## src/core/sccp_pkg.sv

```systemverilog
// Purpose: Shared constants and types for the serial channel command port
// Assumes: 200 MHz system clock, command word reached through a direct 8-bit port
// Notes:   Protocol budget terms are in clocks of the processor core
package sccp_pkg;

   // Command word bit positions
   localparam int CMD_PEND_BIT  = 0;
   localparam int CHAN_LSB      = 1;
   localparam int RSVD_BIT      = 3;
   localparam int OPC_LSB       = 4;
   localparam int MGMT_BIT      = 6;
   localparam int SRST_BIT      = 7;
   localparam logic [7:0] CMD_RESET = 8'h00;

   // Execution times in clocks
   localparam int HUNT_CLKS     = 41;
   localparam int OTHER_CLKS    = 19;
   localparam int REFRESH_CLKS  = 25;
   localparam int BISYNC_CLKS   = 205;
   localparam int HDLC_CLKS     = 165;
   localparam int UART_CLKS     = 150;
   localparam int MSGP_CLKS     = 140;

   // Soft reset pulse length in clocks
   localparam int SRST_CLKS     = 4;

   typedef enum logic [1:0] {
      PROTO_NONE, PROTO_UART, PROTO_HDLC, PROTO_BISYNC
   } sccp_proto_t;

   typedef struct packed {
      logic       soft_reset_request;
      logic       mgmt_bus_command_select;
      logic [1:0] opcode;
      logic       reserved;
      logic [1:0] target_channel;
      logic       command_pending;
   } sccp_cmd_t;

   // Decoded command strobes, one cycle each
   typedef struct packed {
      logic [2:0] stop_tx;
      logic [2:0] restart_tx;
      logic [2:0] enter_hunt;
      logic [2:0] reset_bcs;
      logic       abort_request;
      logic       timeout_cmd;
   } sccp_action_t;

endpackage

```

## src/core/sccp_core.sv

```systemverilog
// Purpose: Command word and command scheduler of the communications processor
// Assumes: Host writes the command word through a direct 8-bit port
// Notes:   Soft reset drives o_cp_reset_n; interrupt pending bits lie outside it
`timescale 1ns/10ps

module sccp_core
   import sccp_pkg::*;
(
   input  wire logic              i_clk,
   input  wire logic              i_reset_n,
   input  wire logic              i_cmd_wr,
   input  wire logic [7:0]        i_cmd_wdata,
   output logic [7:0]             o_cmd_rdata,
   input  wire logic              i_refresh_req,
   input  wire logic              i_refresh_en,
   input  wire logic [2:0]        i_scc_req,
   input  wire sccp_pkg::sccp_proto_t i_scc_proto [3],
   input  wire logic [2:0]        i_scc_msgp,
   output logic                   o_grant_refresh,
   output logic [2:0]             o_grant_scc,
   output sccp_pkg::sccp_action_t o_action,
   output logic                   o_abort_bit,
   output logic                   o_cp_reset_n,
   output logic [8:0]             o_latency_budget
);
   import sccp_pkg::*;

   sccp_cmd_t    cmd_r;
   sccp_cmd_t    cmd_nxt;
   sccp_action_t action_r;
   sccp_action_t action_nxt;
   logic         abort_r;
   logic [2:0]   srst_cnt_r;
   logic [8:0]   budget_r;
   logic         running_r;

   typedef enum logic [1:0] {ST_IDLE, ST_EXEC, ST_FINISH} sccp_state_t;
   sccp_state_t  state_r;
   sccp_state_t  state_nxt;

   wire logic       srst_busy = (srst_cnt_r != 3'h0);
   wire logic       busy;
   wire logic       done;
   wire logic       start;
   wire logic [5:0] exec_clks;
   wire logic       hunt_cmd;
   wire logic       chan_ok;
   wire logic [7:0] proto_clks;
   wire logic [8:0] budget_nxt;
   wire logic       scc_grant_ok;
   wire logic       tmr_load;
   wire logic [5:0] tmr_count;
   wire logic       any_bisync;
   wire logic       any_hdlc;
   wire logic       any_uart;
   wire logic       any_msgp;
   wire logic       op_is_0;
   wire logic       op_is_1;
   wire logic       op_is_2;
   wire logic       op_is_3;
   wire logic       tgt_bisync;

   // Host write and completion clear; a taken write wins over the clear, and one while pending needs the soft reset bit
   always_comb begin
      cmd_nxt = cmd_r;
      if (state_r == ST_FINISH) begin
         cmd_nxt.command_pending = 1'b0;
      end
      if (srst_cnt_r == 3'h1) begin
         cmd_nxt = sccp_cmd_t'(CMD_RESET);
      end
      if (i_cmd_wr && (!cmd_r.command_pending || i_cmd_wdata[SRST_BIT])) begin
         cmd_nxt = sccp_cmd_t'(i_cmd_wdata);
      end
   end

   // Command scheduler: refresh first, then commands, then controllers
   assign o_grant_refresh = i_refresh_req && !srst_busy;
   assign start = (state_r == ST_IDLE) && cmd_r.command_pending && !cmd_r.soft_reset_request
                  && !i_refresh_req && !srst_busy;
   assign scc_grant_ok   = !i_refresh_req && !start && !running_r && !srst_busy;
   assign o_grant_scc[0] = i_scc_req[0] && scc_grant_ok;
   assign o_grant_scc[1] = i_scc_req[1] && !i_scc_req[0] && scc_grant_ok;
   assign o_grant_scc[2] = i_scc_req[2] && !(|i_scc_req[1:0]) && scc_grant_ok;

   // Execution time by command
   assign hunt_cmd  = !cmd_r.mgmt_bus_command_select && (cmd_r.opcode == 2'b10);
   assign exec_clks = hunt_cmd ? 6'(HUNT_CLKS) : 6'(OTHER_CLKS);
   assign chan_ok   = (cmd_r.target_channel != 2'b11);

   // Soft reset empties the timer so a stale count cannot block the controllers
   assign tmr_load  = start || srst_busy;
   assign tmr_count = srst_busy ? 6'h00 : exec_clks;

   sccp_timer u_timer (
      .i_clk     (i_clk),
      .i_reset_n (i_reset_n),
      .i_load    (tmr_load),
      .i_count   (tmr_count),
      .o_busy    (busy),
      .o_done    (done)
   );

   // Command sequencer
   always_comb begin
      state_nxt = state_r;
      case (state_r)
         ST_IDLE:   if (start) state_nxt = ST_EXEC;
         ST_EXEC:   if (done) state_nxt = ST_FINISH;
         ST_FINISH: state_nxt = ST_IDLE;
         default:   state_nxt = ST_IDLE;
      endcase
      if (srst_busy) begin
         state_nxt = ST_IDLE;
      end
   end

   // Opcode and target decode for the completion strobes
   assign op_is_0    = (cmd_r.opcode == 2'b00);
   assign op_is_1    = (cmd_r.opcode == 2'b01);
   assign op_is_2    = (cmd_r.opcode == 2'b10);
   assign op_is_3    = (cmd_r.opcode == 2'b11);
   assign tgt_bisync = (i_scc_proto[cmd_r.target_channel] == PROTO_BISYNC);

   // Action decode at completion
   always_comb begin
      action_nxt = '0;
      if (state_r == ST_FINISH) begin
         if (cmd_r.mgmt_bus_command_select) begin
            action_nxt.abort_request = op_is_0;
            action_nxt.timeout_cmd   = op_is_1;
         end else if (chan_ok) begin
            action_nxt.stop_tx[cmd_r.target_channel]    = op_is_0;
            action_nxt.restart_tx[cmd_r.target_channel] = op_is_1;
            action_nxt.enter_hunt[cmd_r.target_channel] = op_is_2;
            action_nxt.reset_bcs[cmd_r.target_channel]  = op_is_3 && tgt_bisync;
         end
      end
   end

   // Which protocols run on any controller
   assign any_bisync = (i_scc_proto[0] == PROTO_BISYNC) || (i_scc_proto[1] == PROTO_BISYNC)
                       || (i_scc_proto[2] == PROTO_BISYNC);
   assign any_hdlc   = (i_scc_proto[0] == PROTO_HDLC) || (i_scc_proto[1] == PROTO_HDLC)
                       || (i_scc_proto[2] == PROTO_HDLC);
   assign any_uart   = (i_scc_proto[0] == PROTO_UART) || (i_scc_proto[1] == PROTO_UART)
                       || (i_scc_proto[2] == PROTO_UART);
   assign any_msgp   = |i_scc_msgp;

   // Latency budget: execution, refresh and largest protocol term
   assign proto_clks = any_bisync ? 8'(BISYNC_CLKS) :
                       any_hdlc   ? 8'(HDLC_CLKS)   :
                       any_uart   ? 8'(UART_CLKS)   :
                       any_msgp   ? 8'(MSGP_CLKS)   : 8'h00;
   assign budget_nxt = 9'(exec_clks) + (i_refresh_en ? 9'(REFRESH_CLKS) : 9'h000)
                       + 9'(proto_clks);

   // Command word register
   always_ff @(posedge i_clk or negedge i_reset_n) begin
      if (!i_reset_n) begin
         cmd_r <= sccp_cmd_t'(CMD_RESET);
      end else begin
         cmd_r <= cmd_nxt;
      end
   end

   // Sequencer state and the flag that holds off controller grants
   always_ff @(posedge i_clk or negedge i_reset_n) begin
      if (!i_reset_n) begin
         state_r   <= ST_IDLE;
         running_r <= 1'b0;
      end else begin
         state_r   <= state_nxt;
         running_r <= busy || start;
      end
   end

   // Completion strobes; the abort bit follows the abort request
   always_ff @(posedge i_clk or negedge i_reset_n) begin
      if (!i_reset_n) begin
         action_r <= '0;
         abort_r  <= 1'b0;
      end else begin
         action_r <= action_nxt;
         abort_r  <= action_nxt.abort_request;
      end
   end

   // Latency budget register
   always_ff @(posedge i_clk or negedge i_reset_n) begin
      if (!i_reset_n) begin
         budget_r <= 9'h000;
      end else begin
         budget_r <= budget_nxt;
      end
   end

   // Soft reset counter; interrupt pending bits live outside and are never touched
   always_ff @(posedge i_clk or negedge i_reset_n) begin
      if (!i_reset_n) begin
         srst_cnt_r <= 3'h0;
      end else if (cmd_r.soft_reset_request && !srst_busy) begin
         srst_cnt_r <= 3'(SRST_CLKS);
      end else if (srst_busy) begin
         srst_cnt_r <= srst_cnt_r - 3'h1;
      end
   end

   // Outputs
   assign o_cmd_rdata      = cmd_r;
   assign o_action         = action_r;
   assign o_abort_bit      = abort_r;
   assign o_cp_reset_n     = !srst_busy;
   assign o_latency_budget = budget_r;
endmodule

```

## src/core/sccp_timer.sv

```systemverilog
// Purpose: Down counter that times one command execution
// Assumes: Load has priority over counting
// Notes:   Done pulses one cycle when the count reaches one
`timescale 1ns/10ps
module sccp_timer (
   input  wire logic       i_clk,
   input  wire logic       i_reset_n,
   input  wire logic       i_load,
   input  wire logic [5:0] i_count,
   output logic            o_busy,
   output logic            o_done
);
   logic [5:0] cnt_r;
   logic [5:0] cnt_nxt;

   // Next count and status
   assign cnt_nxt = i_load ? i_count : (cnt_r != 6'h0 ? cnt_r - 6'h1 : cnt_r);
   assign o_busy  = (cnt_r != 6'h0);
   assign o_done  = (cnt_r == 6'h1);

   // Count register
   always_ff @(posedge i_clk or negedge i_reset_n) begin
      if (!i_reset_n) begin
         cnt_r <= 6'h0;
      end else begin
         cnt_r <= cnt_nxt;
      end
   end
endmodule

```

## config.mk

```make
export PLATFORM = sky130hd
export DESIGN_NAME = sccp_core
export DESIGN_NICKNAME = d
export VERILOG_FILES = /design/src/core/sccp_pkg.sv /design/src/core/sccp_core.sv /design/src/core/sccp_timer.sv
export SDC_FILE = /design/constraint.sdc
export NUM_CORES = 1
export LEC_CHECK = 0
export BUFFER_PORTS_ARGS = -buffer_cell sky130_fd_sc_hd__clkbuf_2
export CAP_MARGIN = 20
export CORE_ASPECT_RATIO = 1.5
export CORE_MARGIN = 2
export CORE_UTILIZATION = 35
export DETAILED_ROUTE_END_ITERATION = 8
export PLACE_DENSITY_LB_ADDON = 0.1
export SYNTH_ARGS = -nofsm -noshare
export SYNTH_HDL_FRONTEND = slang
export SYNTH_SLANG_ARGS = --single-unit
```

## constraint.sdc

```tcl
create_clock -name i_clk -period 7.4 [get_ports i_clk]
set_clock_uncertainty 0.15 [all_clocks]
set_input_delay 1.48 -clock i_clk [delete_from_list [all_inputs] [get_ports i_clk]]
set_output_delay 1.48 -clock i_clk [all_outputs]
set_load 0.01 [all_outputs]
```

---- Word-level counts from Yosys, hierarchy flattened ----
Index checks and enable logic that the tools add are counted.
operators by class
  $add $sub $neg .......................... 4
  reductions and logical operators ........ 47
  muxes and demuxes ....................... 27
  equal/unequal tests ..................... 20
  magnitude comparators ................... 3
  bitwise logic cells ..................... 5
operators by type and width
  cell                 count
  $mux 8               6
  $mux 12              2
  $mux 6               4
  $eq 2x2->1 const B   10
  $logic_and 1x1->1    18
  $mux 14              1
  $and 3x3->3          4
  $mux 2               6
  $eq 2x1->1 const B   5
  $add 7x8->9          1
  $logic_not 1->1      9
  $logic_or 1x1->1     9
  $add 6x5->7          1
  $eq 6x1->1 const B   1
  $mux 3               2
  $ne 3x3->1 const B   2
  $reduce_bool 2->1    3
  $reduce_bool 3->1    2
  $reduce_bool 6->1    1
  $sub 6x1->6 const B  1
  $mux 5               1
  $bmux 2 s2           1
  $logic_not 2->1      2
  $pmux 2 s2           1
  12 further kinds     13
storage, ports and cells
  register bits after elaboration ......... 43
  bits of input ports ..................... 25

---- Logic depth before layout (Yosys ltp) ----
Gate-level depths: netlist (run 1).
  word-level depth ........................ 10
  gate-level depth with buffers ........... 11

---- Cells and area by module ----
Synthesis (run 1) repeated with hierarchy kept, for this count alone.
second synthesis, totals
  cells, all modules ...................... 226
  area total of the unflattened synthesis .. 2,292.2 um^2
by module, submodules not included
  module      cells each  area each (um^2)  times used  seq. area each (um^2)
  sccp_core   186         1,873.0           1           925.9
  sccp_timer  40          419.2             1           150.1

---- Worst setup path after synthesis (run 1) ----
No wires, ideal clock.
  kind .................................... input to output
  start point ............................. input port i_refresh_req
  end point ............................... output port o_grant_scc[2]
  path slack .............................. 3.551 ns
  required time ........................... 5.770 ns
  buffers on the path ..................... 0
  stages on the path ...................... 2
  arrival time ............................ 2.219 ns
  cell sequence ........................... nor4_1 -> nor4bb_1
on the way
  word-level cells in the longest chain between the ends .. 8
RTL lines
  element                              line                              text
  start, declared                      sccp_core.sv:14                   input wire logic i_refresh_req,
  $logic_not 1->1 (*)                  sccp_core.sv:80, sccp_core.sv:81
  $logic_and 1x1->1 (2 in series)      sccp_core.sv:80                   && !i_refresh_req && !srst_busy;
  $logic_not 1->1                      sccp_core.sv:81                   assign scc_grant_ok = !i_refresh_req && !start && !running_r && !srst_busy;
  $logic_and 1x1->1 (*) (3 in series)  sccp_core.sv:81
  $logic_and 1x1->1 (*)                sccp_core.sv:84                   assign o_grant_scc[2] = i_scc_req[2] && !(|i_scc_req[1:0]) && scc_grant_ok;
  end, declared                        sccp_core.sv:20                   output logic [2:0] o_grant_scc,
Mark *: on every way between the ends. The rest lies on a longest branch, timed or not.

---- Worst setup path in the final report (run 1) ----
Ends and elaborated chain as after synthesis.

==> reports/metrics.csv, run 1 <==
stage,metric,value,unit
logic_synthesis,synth_edf_count,0,
sta,setup_violations,0,
clock_network,ctsResizeCount,0,
logic_synthesis,synth_top_area_share,48.9,%
pwr,swShare,34.7,%
pwr,peakVddDrop,163,uV
clock_network,cts_tree,done,
logic_synthesis,syn_area,0.00220,mm^2
drt,totalWireLength,4520,um
die,start_util,35.9,%
logic_synthesis,synth_flop_cell,dfrtp_1,
logic_synthesis,syn_area_per_cell,10.2,um^2
setup_path,r2r-start,o_cmd_rdata[4],
pwr,p_sw,264,uW
setup_path,cp.required,5770,ps
setup_path,startpoint,i_refresh_req,
status,outcome,"complete, no violations",
pwr,internal-power,499,uW
setup_path,start_kind,input pin,
pwr,pwr-share-seq,41.2,%
setup_path,worstSetupEndpointType,primary output,
sta,slew-limit-headroom,50.4,%
clock_network,ctsHoldBuffers,0,
clock_network,path_clk_slew,90,ps
logic_synthesis,synth_most_common_cell,dfrtp_1,
logic_synthesis,syn-num-nets,256,
clock_network,htreeDepth,2,
die,core,0.00613,mm^2
sta,fin_crit_sh,54.7,%
sta,final.min_clock_period,4050,ps
logic_synthesis,ys_seq_elements,43,
sta,slew_viol_final,0,
clock_network,cts.sinks,43,
pwr,power_frac_comb,34.5,%
sta,fin_tns_setup,0,ps
logic_synthesis,ys_top_cells_by_count,"dfrtp_1, inv_1, nor2_1, ha_1",
logic_synthesis,ys_async_sr_fraction,100,%
die,die_h,101,um
logic_synthesis,yosys_warnings,0,
pwr,p_clk_share,24.2,%
min_path,min_from,srst_cnt_r[2],
logic_synthesis,synth_area_leaders,"dfrtp_1, ha_1, inv_1",
logic_synthesis,synthDistinctLibCells,49,
pwr,p_leak,1.36,nW
setup_path,worstSetupPathType,in2out,
logic_synthesis,syn_inst,215,
sta,fin_hold_ws,341,ps
grt,first_global_vias,1635,
final_layout,finalNetCount,319,
drt,drc,0,
pwr,finalPower,763,uW
place,gp_congestion,0.840,
place,port_buffers,61,
drt,drt_iter0_markers,68,
min_path,hold_class,reg2reg,
setup_path,crit_arrival,2420,ps
drt,via_per_inst,4.87,
logic_synthesis,yosysTopAreaCell,dfrtp_1,
grt,grt-ovfl-total,0,
grt,antenna_found_initial,0,
grt,grt_pass1_wl,7520,um
clock_network,clockBufferDepth,2,
die,num_rows,35,
clock_network,clockRootBuffer,clkbuf_8,
grt,grt_util_all_layers,14.4,%
sta,fmax,0.247,GHz
place,dp_hpwl,3580,um
drt,wl_per_cell,12.8,um
final_layout,diodes,0,
final_layout,area_delta_synth_final,23.2,%
drt,firstDrtPassIters,4,
sta,rsz0062_at_grt,no,
clock_network,numCtsBuffers,5,
die,io_pins,62,
setup_path,worst-path-max-fanout,4,
clock_network,clock_latency,300,ps
logic_synthesis,ys_seq_area_share,48.9,%
final_layout,drive_above_1_share,28.7,%
clock_network,post_cts_buffers,0,
die,fp.dieW,68.8,um
pwr,powerDensity,281,mW/mm^2
job,drv_cap,0,
grt,grt_max_degree,24,
die,die_area,0.00696,mm^2
drt,vias,1720,
sta,worst_slew_pin_slew,740,ps
sta,hold_viol,0,
drt,ant_nets,0,
-- worst max-delay path, cell delays in order --
cell      delay (ps)
clkbuf_2         120
nor4_1           370
nor4bb_1         260
clkbuf_2         180
-- sequential cells by signal, indices dropped and copies added (netlist names) --
signal and flops:
o_action 13, o_latency_budget 9, o_cmd_rdata 8, u_timer.cnt_r 6
srst_cnt_r 3, state_r 2, o_abort_bit 1, running_r 1
-- logic make-up after synthesis --
family,after synthesis,synth area share [%]
and+or+nand+nor,79,21.5
DFF,43,48.9
AOI/OAI and AO/OA,36,10.3
buffers and inverters,33,5.97
adders and majority gates,16,10.1
xor gates and xnor gates,7,2.78
muxes,1,0.511
-- layout make-up --
class | instances | area (um^2)
Clock buffer | 5 | 68.8
Timing Repair Buffer | 62 | 333
Inverter | 27 | 101
Multi-Input combinational cell | 139 | 995
Sequential cell | 43 | 1080
Fill cell | 640 | 3420
Clock inverter | 3 | 46.3
Tap cell | 74 | 92.6
-- stage by stage --
step                instances  worst slack [ps]  util, %  area [um^2]
floorplan                 215              3550        -         2200
global placement          344              3380     41.9         2570
detailed placement        345              3370     42.4         2600
CTS                       353              3360     44.2         2710
global route              353              3200     44.2         2710
finish                    353              3350     44.2         2710
-- power groups by stage --
stage	sequential [mW]	combinational [mW]	clock (mW)
2_1_floorplan	0.326	0.175	0
3_3_place_gp	0.320	0.265	0
3_5_place_dp	0.320	0.267	0
4_1_cts	0.315	0.268	0.194
5_1_grt	0.322	0.299	0.204
6_report	0.315	0.264	0.185
-- path summary, 6_finish.rpt --
check	to	slack, ps	depth (start not counted)
min reg2reg	srst_cnt_r[2]	340	1
max	o_grant_scc[2]	3350	4
min in group asynchronous	o_action[8]	1020	1
min	srst_cnt_r[2]	340	1
max in group asynchronous	u_timer.cnt_r[5]	5570	2
max reg2reg	o_latency_budget[7]	4680	10
-- cell usage in the layout (no fill, tap or decap), types with 2 or more instances in the layout --
cell type	count
o21ai_0	12
ha_1	13
nand2_1	9
clkbuf_8	5
a21oi_1	9
nor4_1	2
xnor2_1	5
nor2b_1	4
nor3b_1	2
nand3_1	12
nor3_1	6
nor2_1	15
xor2_1	2
clkbuf_2	61
o21ai_1	3
or3_1	3
nand2b_1	8
inv_1	26
and2_1	2
fa_1	3
dfrtp_1	43
and3_1	3
nand3b_1	2
-- layer usage --
layer,track usage [%],part of all wire [%],up-vias
li1,-,-,859
met1,17.2,42,796
met2,24.2,49,57
met3,3.44,6.6,8
met4,6.33,2.3,0
met5,0,0,-
Note: power is estimated with default switching activity, not from simulation.
==> run 2: changes to the inputs <==
==> constraint.sdc (replaced) <==
create_clock -name i_clk -period 3.5 [get_ports i_clk]
set_clock_uncertainty 0.15 [all_clocks]
set_input_delay 0.7 -clock i_clk [delete_from_list [all_inputs] [get_ports i_clk]]
set_output_delay 0.7 -clock i_clk [all_outputs]
set_load 0.01 [all_outputs]
==> run 2 against run 1 <==
  * Setup slack got worse by 2800 ps
  * Worst hold slack worse by 130 ps
  * Global-route usage decreased by 0.18 points
  * Flip-flop and latch count is the same
  * Die area stayed put
  * Via count decreased by 0.64%
  * Cell area unchanged
  * Combinational power is 110% higher
  * Power grew 110%
==> reports/metrics.csv, run 2 (synthesis gave the netlist of run 1 again) <==
stage,metric,value,unit,change
sta,slew-limit-headroom,51.2,%,+0.81 points
setup_path,cp_slowest_cell,nor4_1,,
pwr,peakVddDrop,332,uV,+100%
drt,wl_per_cell,12.9,um,+0.60%
setup_path,start_kind,flip-flop,,
sta,fmax,0.336,GHz,
die,core,0.00613,mm^2,unchanged
status,outcome,"complete, no violations",,
min_path,hold_class,in2async,,
drt,firstDrtPassIters,4,,unchanged
setup_path,cp.required,2650,ps,-3120 ps
place,dp_hpwl,3610,um,+0.81%
pwr,powerDensity,596,mW/mm^2,+110%
clock_network,cts.sinks,43,,unchanged
final_layout,finalNetCount,320,,+0.31%
final_layout,n_fill_cell,625,,-2.3%
sta,hold_viol,0,,unchanged
final_layout,final_cells,354,,+0.28%
drt,drc,0,,unchanged
setup_path,crit_arrival,2130,ps,-290 ps
setup_path,crit_path_max_incr_delay,440,ps,+70 ps
drt,ant_nets,0,,unchanged
grt,first_global_vias,1681,,+2.8%
grt,grt_pass1_wl,7520,um,unchanged
final_layout,diodes,0,,unchanged
die,die_area,0.00696,mm^2,unchanged
setup_path,critical_path.cell_chain,"inv_1, ha_1, nand2b_1, nor4_1, nor4bb_1, clkbuf_2",,
clock_network,clockRootBuffer,clkbuf_8,,
setup_path,worstSetupPathType,reg2out,,
place,gp_congestion,0.765,,-8.9%
pwr,finalPower,1.62,mW,+110%
setup_path,worst-path-max-fanout,10,,+6
sta,rsz0062_at_grt,no,,
place,post-place-ws,499,ps,-2870 ps
clock_network,ctsResizeCount,0,,unchanged
job,drv_cap,0,,unchanged
sta,final.min_clock_period,2980,ps,
place,port_buffers,61,,unchanged
drt,drt_iter0_markers,82,,+21%
drt,via_per_inst,4.83,,-0.92%
grt,grt_max_degree,24,,unchanged
clock_network,clockBufferDepth,2,,unchanged
sta,fin_crit_sh,85.1,%,
die,fp.dieW,68.8,um,unchanged
die,start_util,35.9,%,unchanged
final_layout,drive_above_1_share,28.9,%,+0.25 points
die,num_rows,35,,unchanged
place,dp_cells,346,,+0.29%
grt,grt-ovfl-total,0,,unchanged
setup_path,crit_family,simple AND/OR/NAND/NOR gates,,
clock_network,post_cts_buffers,0,,unchanged
clock_network,htreeDepth,2,,unchanged
clock_network,numCtsBuffers,5,,unchanged
sta,slew_viol_final,0,,unchanged
die,io_pins,62,,unchanged
grt,grt_util_all_layers,14.3,%,-0.18 points
clock_network,cts_tree,done,,
clock_network,ctsHoldBuffers,0,,unchanged
drt,totalWireLength,4560,um,+0.89%
drt,vias,1709,,-0.64%
grt,antenna_found_initial,0,,unchanged
sta,fin_hold_ws,215,ps,-126 ps
sta,fin_tns_setup,0,ps,unchanged
final_layout,largest_reg_flops,13,,unchanged
sta,worst_slew_pin_slew,728,ps,-12.1 ps
setup_path,crit_buf_inv,2,,unchanged
pwr,p_leak,1.37,nW,+0.13%
sta,setup_violations,0,,unchanged
die,die_h,101,um,unchanged
sta,setup_slack,523,ps,-2830 ps
final_layout,layout_commonest_cell,clkbuf_2,,
setup_path,worstSetupEndpointType,primary output,,
final_layout,area_delta_synth_final,23.2,%,unchanged
final_layout,layout.cells.most_common_list,"clkbuf_2, dfrtp_1, inv_1",,
clock_network,path_clk_slew,90,ps,about the same
clock_network,clock_latency,290,ps,about the same
-- run 2: worst paths after layout --
kind,start,endpoint,slack [ps],cells past startpoint
min,i_reset_n,o_action[8],210,1
min reg2reg,srst_cnt_r[2],srst_cnt_r[2],340,1
max reg2reg,o_cmd_rdata[5],o_latency_budget[7],850,10
min in group i_clk,srst_cnt_r[2],srst_cnt_r[2],340,1
max in group asynchronous,i_reset_n,running_r,2470,2
max,srst_cnt_r[0],o_grant_scc[2],520,6
-- run 2: area by class of cell --
type                       instances  area (um^2)  area share, %
timing repair buffer              63          333           12.3
inverter                          27          101           3.74
multi-input combinational        139          995           36.7
sequential                        43         1080           39.7
tap                               74         92.6           3.41
clock buffer                       5         68.8           2.54
clock inverter                     3         46.3           1.71
-- run 2: power by group --
| group | internal [mW] | switching (mW) | leakage (nW) |
|---|---|---|---|
| logic | 0.251 | 0.314 | 0.751 |
| registers | 0.590 | 0.0688 | 0.561 |
| clock network | 0.215 | 0.177 | 0.0548 |
-- run 2: metal layers --
layer | global-route usage (%) | vias to the layer above | part of all wire, %
li1 | - | 858 | -
met1 | 16.8 | 805 | 42
met2 | 24.8 | 44 | 51
met3 | 4.00 | 2 | 5.8
met4 | 4.07 | 0 | 0.83
met5 | 0 | - | 0
-- run 2: per-stage QoR --
step                      util (%)  instance area (um^2)
after floorplan                  -                  2200
after global placement        42.0                  2580
after detailed placement      42.4                  2600
after CTS                     44.2                  2710
after global routing          44.2                  2710
final                         44.2                  2710
==> run 3: changes to the inputs <==
--- a/config.mk
+++ b/config.mk
@@ -5,7 +5,7 @@
 export SDC_FILE = /design/constraint.sdc
 export NUM_CORES = 1
 export LEC_CHECK = 0
-export BUFFER_PORTS_ARGS = -buffer_cell sky130_fd_sc_hd__clkbuf_2
+export BUFFER_PORTS_ARGS = -buffer_cell sky130_fd_sc_hd__buf_4
 export CAP_MARGIN = 20
 export CORE_ASPECT_RATIO = 1.5
 export CORE_MARGIN = 2
==> constraint.sdc (replaced) <==
create_clock -name i_clk -period 2.9 [get_ports i_clk]
set_clock_uncertainty 0.15 [all_clocks]
set_input_delay 0.58 -clock i_clk [delete_from_list [all_inputs] [get_ports i_clk]]
set_output_delay 0.58 -clock i_clk [all_outputs]
set_load 0.01 [all_outputs]
==> run 3 against run 2 <==
  * Sequential power increased by 20%
  * First-iteration DRC count down 17%
  * Register-to-register slack lost 510 ps
  * Cell area increased by 4.9%
  * Clock power is essentially flat
  * Power up 20%
  * Combinational power is 35% higher
  * Cell count rose by 0.56%
  * Wire length up 2.9%
  * Count of clock-buffer cells in the layout is the same
  * Critical path type unchanged
  * Critical endpoint unchanged
  * Largest cell class unchanged
==> reports/metrics.csv, run 3 (synthesis gave the netlist of run 1 again) <==
stage,metric,value,unit,change
status,outcome,"complete, no violations",,
sta,fmax,0.385,GHz,
drt,wl_per_cell,13.2,um,+2.3%
final_layout,layout_commonest_cell,buf_4,,
place,port_buffers,61,,unchanged
pwr,powerDensity,684,mW/mm^2,+15%
clock_network,numCtsBuffers,5,,unchanged
grt,antenna_found_initial,0,,unchanged
die,die_h,101,um,unchanged
final_layout,layout.cells.most_common_list,"buf_4, dfrtp_1, inv_1",,
clock_network,ctsResizeCount,0,,unchanged
pwr,swShare,35.6,%,+0.93 points
pwr,p_clk_share,20.2,%,-4.0 points
sta,setup_violations,0,,unchanged
sta,slew_viol_final,0,,unchanged
clock_network,clockBufferDepth,2,,unchanged
clock_network,path_clk_slew,90,ps,about the same
die,io_pins,62,,unchanged
sta,hold_viol,0,,unchanged
drt,firstDrtPassIters,4,,unchanged
setup_path,start_kind,flip-flop,,
die,core,0.00613,mm^2,unchanged
place,gp_congestion,0.781,,+2.1%
sta,fin_tns_setup,0,ps,unchanged
die,fp.dieW,68.8,um,unchanged
grt,first_global_vias,1807,,+7.5%
grt,grt-ovfl-total,0,,unchanged
pwr,p_leak,1.40,nW,+2.5%
pwr,peakVddDrop,337,uV,+1.5%
drt,totalWireLength,4690,um,+2.9%
clock_network,ctsHoldBuffers,0,,unchanged
sta,worst_slew_pin_slew,775,ps,+47.6 ps
setup_path,cp.required,2170,ps,-480 ps
final_layout,diodes,0,,unchanged
drt,drt_iter0_markers,68,,-17%
clock_network,htreeDepth,2,,unchanged
final_layout,drive_above_1_share,29.4,%,+0.50 points
clock_network,clockRootBuffer,clkbuf_8,,
setup_path,crit_arrival,1870,ps,-260 ps
final_layout,multi_input_area,995,um^2,unchanged
clock_network,clock_latency,300,ps,about the same
place,post-place-ws,59.3,ps,-439 ps
final_layout,fin_util,46.4,%,+2.2 points
clock_network,cts_tree,done,,
grt,grt_max_degree,44,,+83%
pwr,finalPower,1.95,mW,+20%
grt,grt_util_all_layers,15.0,%,+0.79 points
pwr,power_frac_comb,39.1,%,+4.1 points
die,num_rows,35,,unchanged
pwr,internal-power,1.25,mW,+19%
setup_path,worstSetupEndpointType,primary output,,
final_layout,seq_area,0.00108,mm^2,unchanged
sta,setup_slack,301,ps,-222 ps
final_layout,largest_reg_flops,13,,unchanged
setup_path,reg2reg_slack,340,ps,-510 ps
setup_path,worstSetupPathType,reg2out,,
pwr,p_sw,693,uW,+24%
final_layout,area_delta_synth_final,29.2,%,
sta,fin_crit_sh,89.6,%,
sta,final.min_clock_period,2600,ps,
clock_network,post_cts_buffers,0,,unchanged
die,die_area,0.00696,mm^2,unchanged
drt,drc,0,,unchanged
die,start_util,35.9,%,unchanged
drt,ant_nets,0,,unchanged
min_path,hold_class,in2async,,
drt,vias,1756,,+2.8%
setup_path,rr_worst_depth,10,,unchanged
pwr,pwr-share-seq,40.6,%,-0.2 points
place,dp_hpwl,3600,um,-0.19%
setup_path,worst-path-max-fanout,3,,-7
job,drv_cap,0,,unchanged
final_layout,finalNetCount,322,,+0.63%
grt,grt_pass1_wl,8020,um,+6.7%
sta,slew-limit-headroom,48.0,%,-3.2 points
final_layout,n_fill_cell,618,,-1.1%
clock_network,cts.sinks,43,,unchanged
drt,via_per_inst,4.93,,+2.2%
sta,rsz0062_at_grt,no,,
[run 3: cell types whose count changed in the layout (fill, tap and decap cells not counted), sizes merged]
cell	before	now
bufinv	1	0
clkinvlp	1	2
buf	2	65
clkbuf	66	5
[run 3: worst paths after layout]
path,from,end
max,srst_cnt_r[0],o_grant_scc[2]
min,i_reset_n,o_action[11]
max reg2reg,o_cmd_rdata[4],o_latency_budget[7]
min reg2reg,srst_cnt_r[2],srst_cnt_r[2]
max in group asynchronous,i_reset_n,o_latency_budget[5]
min in group i_clk,srst_cnt_r[2],srst_cnt_r[2]
[run 3: power by group through the flow]
stage / clock [mW] / combinational (mW) / sequential, mW
after floorplan: 0 / 0.446 / 0.832
after global placement: 0 / 0.766 / 0.803
after detailed placement: 0 / 0.770 / 0.807
after CTS: 0.410 / 0.776 / 0.795
after global routing: 0.426 / 0.871 / 0.809
final: 0.394 / 0.762 / 0.791
[run 3: layer usage]
layer	routed length (um)	vias up	part of all wire (%)	global-route usage, %
li1	-	869	-	-
met1	1840	827	39	16.7
met2	2460	52	52	26.3
met3	291	8	6.2	4.00
met4	99	0	2.1	6.49
met5	0	-	0	0
[run 3: per-stage QoR]
stage          area [um^2]  cells  hold WS [ps]
2_1_floorplan         2200    215           134
3_3_place_gp          2750    348           330
3_5_place_dp          2750    348           338
4_1_cts               2850    356           129
5_1_grt               2850    356           145
6_report              2850    356          95.5
[run 3: layout make-up]
type / count / area share [%]
tap: 74 / 3.25
timing repair buffer: 65 / 17.2
clock buffer: 5 / 2.42
sequential: 43 / 37.8
clock inverter: 3 / 0.836
multi-input combinational: 139 / 35.0
inverter: 27 / 3.56
[run 3: critical path, cell delays in order, from the launching register on]
cell      delay [ps]
dfrtp_1          410
inv_1            100
ha_1             200
nand2b_1          90
nor4_1           360
nor4bb_1         250
buf_4            160
